`src/logic/csu_consts.svh`:
```
// constants for the compare-and-skip unit
`ifndef CSU_CONSTS_SVH
`define CSU_CONSTS_SVH
`define CSU_OP_HI 4'h6
`define CSU_SUB_LT 3'h0
`define CSU_SUB_EQ 3'h1
`define CSU_SUB_GT 3'h2
`define CSU_OP_HI_MSB 15
`define CSU_OP_HI_LSB 12
`define CSU_SUB_MSB 11
`define CSU_SUB_LSB 9
`define CSU_BANK_FLAG_BIT 8
`define CSU_FADDR_MSB 7
`define CSU_ACCESS_SPLIT 8'h80
`define CSU_ACCESS_LO_BANK 4'h0
`define CSU_ACCESS_HI_BANK 4'hF
`define CSU_Q1 2'h0
`define CSU_Q2 2'h1
`define CSU_Q3 2'h2
`define CSU_Q4 2'h3
`define CSU_SKIP_NONE 2'h0
`define CSU_SKIP_ONE 2'h1
`define CSU_SKIP_TWO 2'h2
`endif

```
`src/logic/csu_pkg.sv`:
```
// types for the compare-and-skip unit
package csu_pkg;
    typedef enum logic [1:0] {
        CSU_K_LT,
        CSU_K_EQ,
        CSU_K_GT
    } csu_kind_t;

    typedef enum logic [1:0] {
        CSU_S_IDLE,
        CSU_S_EXEC,
        CSU_S_SKIP1,
        CSU_S_SKIP2
    } csu_state_t;

    typedef struct packed {
        csu_state_t st;
        logic [1:0] ph;
        logic [15:0] word;
        csu_kind_t kind;
        logic [11:0] addr;
        logic rd;
        logic [7:0] fbyte;
        logic [7:0] acc;
        logic start;
        logic two_word;
        logic discard;
        logic nop;
        logic done;
        logic [1:0] skip_words;
        logic active;
    } csu_seq_t;

    typedef struct packed {
        logic hit;
    } csu_cmp_t;
endpackage

```
`src/logic/csu_cmp_if.sv`:
```
// carrier between the sequencer and the comparator
`timescale 1ns/10ps
interface csu_cmp_if;
    logic [7:0] file_byte;
    logic [7:0] accum;
    csu_pkg::csu_kind_t kind;
    logic start;
    logic hit;
    modport seq (output file_byte, output accum, output kind, output start, input hit);
    modport unit (input file_byte, input accum, input kind, input start, output hit);
endinterface

```
`src/logic/csu_compare.sv`:
```
// unsigned subtract comparator with registered verdict
`timescale 1ns/10ps
`include "csu_consts.svh"
module csu_compare (
    input wire logic clk_in,
    input wire logic rstn_in,
    csu_cmp_if.unit cmp
);
    csu_pkg::csu_cmp_t s_r;
    csu_pkg::csu_cmp_t s_nxt;
    logic [8:0] diff;
    logic borrow;
    logic zero;

    // accumulator taken from file byte, borrow means file byte is below
    assign diff = {1'b0, cmp.file_byte} - {1'b0, cmp.accum};
    assign borrow = diff[8];
    assign zero = (diff[7:0] == 8'h00);

    always_comb begin
        s_nxt = s_r;
        if (cmp.start) begin
            unique case (cmp.kind)
                csu_pkg::CSU_K_EQ: s_nxt.hit = zero;
                csu_pkg::CSU_K_GT: s_nxt.hit = !borrow && !zero;
                csu_pkg::CSU_K_LT: s_nxt.hit = borrow;
                default: s_nxt.hit = 1'b0;
            endcase
        end
    end

    always_ff @(posedge clk_in or negedge rstn_in) begin
        if (!rstn_in) begin
            s_r <= '0;
        end else begin
            s_r <= s_nxt;
        end
    end

    assign cmp.hit = s_r.hit;
endmodule // csu_compare

```
`src/logic/csu_top.sv`:
```
// compare-and-skip instruction sequencer
`timescale 1ns/10ps
`include "csu_consts.svh"
module csu_top (
    input wire logic core_clk_in,
    input wire logic rstn_in,
    input wire logic instr_valid_in,
    input wire logic [15:0] instr_word_in,
    input wire logic next_two_word_in,
    input wire logic [7:0] working_accumulator_in,
    input wire logic [3:0] bank_pointer_register_in,
    input wire logic [7:0] mem_rdata_in,
    output logic [11:0] mem_addr_out,
    output logic mem_rd_out,
    output logic mem_wr_out,
    output logic flags_we_out,
    output logic [1:0] phase_out,
    output logic active_out,
    output logic nop_cycle_out,
    output logic discard_out,
    output logic done_out,
    output logic [1:0] skip_words_out
);
    csu_pkg::csu_seq_t s_r;
    csu_pkg::csu_seq_t s_nxt;
    csu_cmp_if cmp_bus ();

    logic [2:0] op_sub;
    logic is_compare;
    logic bank_flag;
    logic [7:0] faddr;
    logic [3:0] bank;

    assign op_sub = s_r.word[`CSU_SUB_MSB:`CSU_SUB_LSB];
    assign bank_flag = s_r.word[`CSU_BANK_FLAG_BIT];
    assign faddr = s_r.word[`CSU_FADDR_MSB:0];

    // only the three compare encodings belong here; others are left to the core
    assign is_compare = (instr_word_in[`CSU_OP_HI_MSB:`CSU_OP_HI_LSB] == `CSU_OP_HI)
        && ((instr_word_in[`CSU_SUB_MSB:`CSU_SUB_LSB] == `CSU_SUB_LT)
        || (instr_word_in[`CSU_SUB_MSB:`CSU_SUB_LSB] == `CSU_SUB_EQ)
        || (instr_word_in[`CSU_SUB_MSB:`CSU_SUB_LSB] == `CSU_SUB_GT));

    // access bank splits low addresses to the bottom bank, high ones to the top
    always_comb begin
        if (bank_flag) begin
            bank = bank_pointer_register_in;
        end else if (faddr < `CSU_ACCESS_SPLIT) begin
            bank = `CSU_ACCESS_LO_BANK;
        end else begin
            bank = `CSU_ACCESS_HI_BANK;
        end
    end

    always_comb begin
        s_nxt = s_r;
        s_nxt.start = 1'b0;
        s_nxt.discard = 1'b0;
        s_nxt.done = 1'b0;
        s_nxt.rd = 1'b0;
        unique case (s_r.st)
            csu_pkg::CSU_S_IDLE: begin
                s_nxt.active = 1'b0;
                s_nxt.nop = 1'b0;
                if (instr_valid_in && is_compare) begin
                    s_nxt.word = instr_word_in;
                    s_nxt.st = csu_pkg::CSU_S_EXEC;
                    s_nxt.ph = `CSU_Q1;
                    s_nxt.active = 1'b1;
                end
            end
            csu_pkg::CSU_S_EXEC: begin
                s_nxt.ph = s_r.ph + 2'h1;
                unique case (s_r.ph)
                    `CSU_Q1: begin
                        // decode, and present the address for the read phase
                        unique case (op_sub)
                            `CSU_SUB_EQ: s_nxt.kind = csu_pkg::CSU_K_EQ;
                            `CSU_SUB_GT: s_nxt.kind = csu_pkg::CSU_K_GT;
                            default: s_nxt.kind = csu_pkg::CSU_K_LT;
                        endcase
                        s_nxt.addr = {bank, faddr};
                        s_nxt.rd = 1'b1;
                    end
                    `CSU_Q2: begin
                        // read of register f; data arrive one cycle after the strobe
                        s_nxt.acc = working_accumulator_in;
                    end
                    `CSU_Q3: begin
                        s_nxt.fbyte = mem_rdata_in;
                        s_nxt.start = 1'b1;
                    end
                    default: begin
                        // fourth phase writes nothing; verdict is ready here
                        if (cmp_bus.hit) begin
                            s_nxt.discard = 1'b1;
                            s_nxt.two_word = next_two_word_in;
                            s_nxt.st = csu_pkg::CSU_S_SKIP1;
                            s_nxt.nop = 1'b1;
                        end else begin
                            s_nxt.st = csu_pkg::CSU_S_IDLE;
                            s_nxt.done = 1'b1;
                            s_nxt.skip_words = `CSU_SKIP_NONE;
                            s_nxt.active = 1'b0;
                        end
                    end
                endcase
            end
            csu_pkg::CSU_S_SKIP1: begin
                // whole cycle is a no-op; nothing is read or written
                s_nxt.ph = s_r.ph + 2'h1;
                if (s_r.ph == `CSU_Q4) begin
                    if (s_r.two_word) begin
                        s_nxt.st = csu_pkg::CSU_S_SKIP2;
                    end else begin
                        s_nxt.st = csu_pkg::CSU_S_IDLE;
                        s_nxt.done = 1'b1;
                        s_nxt.nop = 1'b0;
                        s_nxt.active = 1'b0;
                        s_nxt.skip_words = `CSU_SKIP_ONE;
                    end
                end
            end
            csu_pkg::CSU_S_SKIP2: begin
                s_nxt.ph = s_r.ph + 2'h1;
                if (s_r.ph == `CSU_Q4) begin
                    s_nxt.st = csu_pkg::CSU_S_IDLE;
                    s_nxt.done = 1'b1;
                    s_nxt.nop = 1'b0;
                    s_nxt.active = 1'b0;
                    s_nxt.skip_words = `CSU_SKIP_TWO;
                end
            end
        endcase
    end

    always_ff @(posedge core_clk_in or negedge rstn_in) begin
        if (!rstn_in) begin
            s_r <= '0;
        end else begin
            s_r <= s_nxt;
        end
    end

    // comparator is fed the next-state file byte and start so its registered verdict is ready in the fourth phase
    assign cmp_bus.file_byte = s_nxt.fbyte;
    assign cmp_bus.accum = s_r.acc;
    assign cmp_bus.kind = s_r.kind;
    assign cmp_bus.start = s_nxt.start;

    csu_compare u_cmp (
        .clk_in(core_clk_in),
        .rstn_in(rstn_in),
        .cmp(cmp_bus.unit)
    );

    // write and flag strobes held low by a flop; compares never store
    logic quiet_r;
    always_ff @(posedge core_clk_in or negedge rstn_in) begin
        if (!rstn_in) begin
            quiet_r <= 1'b0;
        end else begin
            quiet_r <= 1'b0;
        end
    end

    assign mem_addr_out = s_r.addr;
    assign mem_rd_out = s_r.rd;
    assign mem_wr_out = quiet_r;
    assign flags_we_out = quiet_r;
    assign phase_out = s_r.ph;
    assign active_out = s_r.active;
    assign nop_cycle_out = s_r.nop;
    assign discard_out = s_r.discard;
    assign done_out = s_r.done;
    assign skip_words_out = s_r.skip_words;
endmodule // csu_top

```
`config.mk`:
```
export PLATFORM = sky130hd
export DESIGN_NAME = csu_top
export DESIGN_NICKNAME = d
export VERILOG_FILES = /design/src/logic/csu_pkg.sv /design/src/logic/csu_cmp_if.sv /design/src/logic/csu_compare.sv /design/src/logic/csu_top.sv
export VERILOG_INCLUDE_DIRS = /design/src /design/src/logic
export SDC_FILE = /design/constraint.sdc
export NUM_CORES = 1
export LEC_CHECK = 0
export BUFFER_PORTS_ARGS = -buffer_cell sky130_fd_sc_hd__buf_2
export CELL_PAD_IN_SITES_DETAIL_PLACEMENT = 0
export CELL_PAD_IN_SITES_GLOBAL_PLACEMENT = 2
export CORE_ASPECT_RATIO = 0.9
export CORE_MARGIN = 2
export CORE_UTILIZATION = 34
export DETAILED_ROUTE_END_ITERATION = 10
export GPL_TIMING_DRIVEN = 0
export PLACE_DENSITY = 0.76
export SYNTH_ARGS = -nofsm -noshare
export SYNTH_HDL_FRONTEND = slang
export SYNTH_SLANG_ARGS = --single-unit
```
`constraint.sdc`:
```
create_clock -name core_clk_in -period 4.4 [get_ports core_clk_in]
set_input_delay 0.88 -clock core_clk_in [delete_from_list [all_inputs] [get_ports core_clk_in]]
set_output_delay 0.88 -clock core_clk_in [all_outputs]
set_load 0.005 [all_outputs]
```
==> metrics list <==
* Result of the run: complete, no violations
- Final-report max-slew violation count: 0
* FF-to-FF path depth: 14
* Post-synth top cells: 55 x sky130_fd_sc_hd__dfrtp_1, 35 x sky130_fd_sc_hd__mux2_2, 19 x sky130_fd_sc_hd__nand2_1, 18 x sky130_fd_sc_hd__buf_4, 18 x sky130_fd_sc_hd__inv_1
* Clock-pin transition on the worst setup and hold timing paths: 0.10 ns
- Antenna violations before repair: 0
* Wire length of the first global-routing pass: 8740 um
- Across the routed clock network, the largest skew measured is 0.00441 ns.
- For this run, the detailed router's first-pass iteration total came to 4.
- Buffers inserted during clock tree synthesis total 5.
- For this run, the post-layout net count is 365.
- Final count of hold timing violations: 0
- The startpoint identified for the worst hold timing path is op_sub[0]$_DFFE_PN0P_.
* Top-level I/O count: 63
- Yosys instantiated no cell more often than sky130_fd_sc_hd__dfrtp_1.
* Pwr per Cell Area: 697 nW/um2
- Post-DP HPWL: 3880 um
- Summing all non-filler instances in the final layout gives an area of 3270 um2.
- The H-tree was split into 2 levels.
- Critical path type: flip-flop to flip-flop
* Proportion of register bits with asynchronous set or reset after synthesis: 100%
- Full die area: 8760 um2
- Worst Setup SP: s_r[57]$_DFFE_PN0P_
- Worst Hold Path Cells: 1
- In this run, synthesis inferred 0 flip-flops with an integrated enable.
* Worst reg2reg setup slack: 0.39 ns
- Die X-Extent: 98.4 um
* Placed Area: 3150 um2
- Setup WS pre-CTS: 0.172 ns
- The later pin in the worst-skew pair is clocked with a latency of 0.30 ns.
- The total overflow left after global routing is 0.
- Clock sinks: 55
- Top cells by area, synth: sky130_fd_sc_hd__dfrtp_1 50%, sky130_fd_sc_hd__mux2_2 14%, sky130_fd_sc_hd__ha_1 5.5%, sky130_fd_sc_hd__buf_4 5.0%, sky130_fd_sc_hd__o21ai_0 2.9%
* Count of buffering cells on the critical path with inverters included: 3
- Synth Cell Area: 2730 um2
- Total power for the finished layout comes to 2.28 mW.
* Sequential fraction of the synthesis area: 50.5%
* Setup slack of the critical path after layout: 0.386 ns
- Dividing the detail-routed via count by the number of cells gives 4.65.
- Routed WL: 5190 um
* Number of nets still failing antenna checks after routing: 0
- Dividing the synthesized area by the synthesized cell count gives 11.2 um2.
* Final setup violation count: 0
- Data arrives at the worst endpoint at 4.26 ns.
- The signal on the critical path passes through clkbuf_1 > nor2b_2 > nand2_1 > clkbuf_2 > mux2i_1 > ha_1 > inv_1 > fa_1 > a211oi_1 > nor2_1 > xor2_1 > a2111o_1 > or4_1 > nand3_1.
* Setup TNS: 0 ns
- Unique masters post-synth: 40
- Dividing the detail-routed wire length by the instance count gives 12.7 um.
- The share of synthesized area in the top cell type comes to 50.5%.
- Buffer count from post-CTS setup fixing: 0
- Worst-path cell with the longest stage delay: sky130_fd_sc_hd__or4_1
- The floorplan step defined a core boundary enclosing 7660 um2.
* Initial Util: 35.6%
* Vias in the first global route: 1841
- Number of vias after detailed routing: 1902
- Synthesis produced 244 cells.
* Final period demand of the worst path: 4.01 ns
* Largest area contributor in the netlist: sky130_fd_sc_hd__dfrtp_1
- Worst Setup Start Kind: flip-flop
* Setup repair after global routing missed its margin: false
- The worst register-to-register path begins at s_r[57]$_DFFE_PN0P_.
- Number of placement rows: 30
- The tool flagged a number of max-cap violations equal to 0.
* Crit-path leading delay family: simple AND/OR/NAND/NOR gates
- Crit Path Max Fanout: 10
- The worst hold path terminates at cmp_bus.kind[1]$_DFFE_PN0P_.
- Clock Path Buffers: 2
* Number of I/O port buffers: 60
- Number of antenna diodes: 0
* Slowest Stage Delay on Critical Path: 0.50 ns
- Entering global routing, the biggest net connects 56 pins.
* Post-detailed-route DRC marker count: 0
- Timing would allow up to 249 MHz.
- The endpoint identified for the worst register-to-register timing path is u_cmp.cmp.hit$_DFFE_PN0P_.
* Dominant synthesized flop cell: sky130_fd_sc_hd__dfrtp_1
- STA classifies the critical path endpoint as a flip-flop.
- Layout cell share with drive strength beyond 1: 39.9%
* Weighted congestion reported at the end of routability-driven placement: 0.765
* Post-route fraction of the period consumed by the critical path: 91.2%
- Clock root buffer: sky130_fd_sc_hd__clkbuf_8
- GRT Overall Usage: 12.5%
- Leakage power summed over all cells: 1.69 nW
- TritonCTS built the clock tree.
- Area growth, synth to finish: 19.9%
- The Yosys step of the flow raised 0 warnings.
- VDD sags by at most 0.307 mV.
* Required time reported for the critical path endpoint: 4.65 ns
- The first routing iteration left 30 violations.
* Die H: 89.0 um
- At the pin with the least slew margin, the transition time is 0.693 ns.
- Headroom to the max-slew limit came out at 53.8%.
- Worst hold path class: flip-flop to flip-flop
* Post-synthesis register bit count: 55
## worst max-delay path by stage
stage                                      to  slack [ns]  cells past startpoint
floorplan           u_cmp.cmp.hit$_DFFE_PN0P_        0.81                     14
global placement    u_cmp.cmp.hit$_DFFE_PN0P_        0.19                     14
detailed placement  u_cmp.cmp.hit$_DFFE_PN0P_        0.17                     14
CTS                 u_cmp.cmp.hit$_DFFE_PN0P_        0.13                     14
global route        u_cmp.cmp.hit$_DFFE_PN0P_        0.08                     14
finish              u_cmp.cmp.hit$_DFFE_PN0P_        0.39                     14
## worst reg2reg max path, delay by kind of cell (launching register included)
family	cells	cell delay (ns)
adder cells (fa/ha/maj)	2	0.59
XOR/XNOR	1	0.15
multiplexers	1	0.26
AO/OA/AOI/OAI	2	0.86
buffers and inverters	3	0.60
AND/OR/NAND/NOR	5	1.17
flip-flops	1	0.33
## cell type report
cell class,count,area [um2]
Buffer,24,159
Multi-Input combinational cell,148,1130
Sequential cell,55,1380
Timing Repair Buffer,60,303
Tap cell,96,120
Clock inverter,3,43.8
Inverter,18,67.6
Fill cell,781,4390
Clock buffer,5,68.8
## flip-flops by register name, summed over array words and instances, names as in the netlist
signal,cells
u_cmp.cmp.hit,1
mem_addr_out,12
active_out,1
op_sub,3
discard_out,1
cmp_bus.kind,2
s_r,11
cmp_bus.accum,8
skip_words_out,2
nop_cycle_out,1
mem_rd_out,1
bank_flag,1
done_out,1
faddr,8
phase_out,2
## cells by family (layout without fill, tap and decap cells)
kind of cell	Yosys count	count (layout)	share of synthesized area (%)
compound gates	42	42	9.54
xor+xnor	3	3	0.963
fa+ha+maj	13	13	6.24
buf+inv	42	110	8.26
flops	55	55	50.5
mux	36	36	14.8
other cells	1	2	0.137
simple gates	52	52	9.59
## layout by cell type (no fill, tap or decap), types with 2 or more instances in the layout
master	n
sky130_fd_sc_hd__conb_1	2
sky130_fd_sc_hd__dfrtp_1	55
sky130_fd_sc_hd__a31oi_1	2
sky130_fd_sc_hd__mux2_2	35
sky130_fd_sc_hd__clkbuf_1	4
sky130_fd_sc_hd__nand3_1	5
sky130_fd_sc_hd__nor2_1	10
sky130_fd_sc_hd__buf_4	19
sky130_fd_sc_hd__o21ai_0	16
sky130_fd_sc_hd__inv_1	18
sky130_fd_sc_hd__nand2_1	19
sky130_fd_sc_hd__xor2_1	2
sky130_fd_sc_hd__nor2b_1	2
sky130_fd_sc_hd__nand3b_1	2
sky130_fd_sc_hd__a211oi_1	5
sky130_fd_sc_hd__nand2b_1	4
sky130_fd_sc_hd__buf_2	59
sky130_fd_sc_hd__ha_1	12
sky130_fd_sc_hd__nand4b_1	2
sky130_fd_sc_hd__clkbuf_8	5
sky130_fd_sc_hd__a21oi_1	9
## routing by layer
| layer | routed length [um] | GRT usage, % |
|---|---|---|
| met5 | 0 | 0 |
| met4 | 29 | 2.62 |
| met3 | 315 | 3.99 |
| met2 | 2230 | 19.7 |
| met1 | 2620 | 17.1 |
## stage by stage
stage / hold WS [ns] / std cells / utilization [%]
5_1_grt: 0.517 / 409 / 42.7
4_1_cts: 0.487 / 409 / 42.6
3_5_place_dp: 0.469 / 401 / 41.2
3_3_place_gp: 0.465 / 401 / 41.2
2_1_floorplan: 0.449 / 245 / -
6_report: 0.487 / 409 / 42.7
## repair_timing
action / 4_1_cts / 5_1_grt
gates resized for setup: 0 / 3
hold buffers: 0 / 0
hold endpoints to repair: 0 / 0
endpoints found under the setup margin: 0 / 1
## power breakdown
group	leakage, nW	switching, mW	internal, mW
clock	0.0581	0.168	0.170
combinational	0.928	0.563	0.576
sequential	0.700	0.102	0.701
total	1.69	0.833	1.45
(Power assumes the default switching activity.)
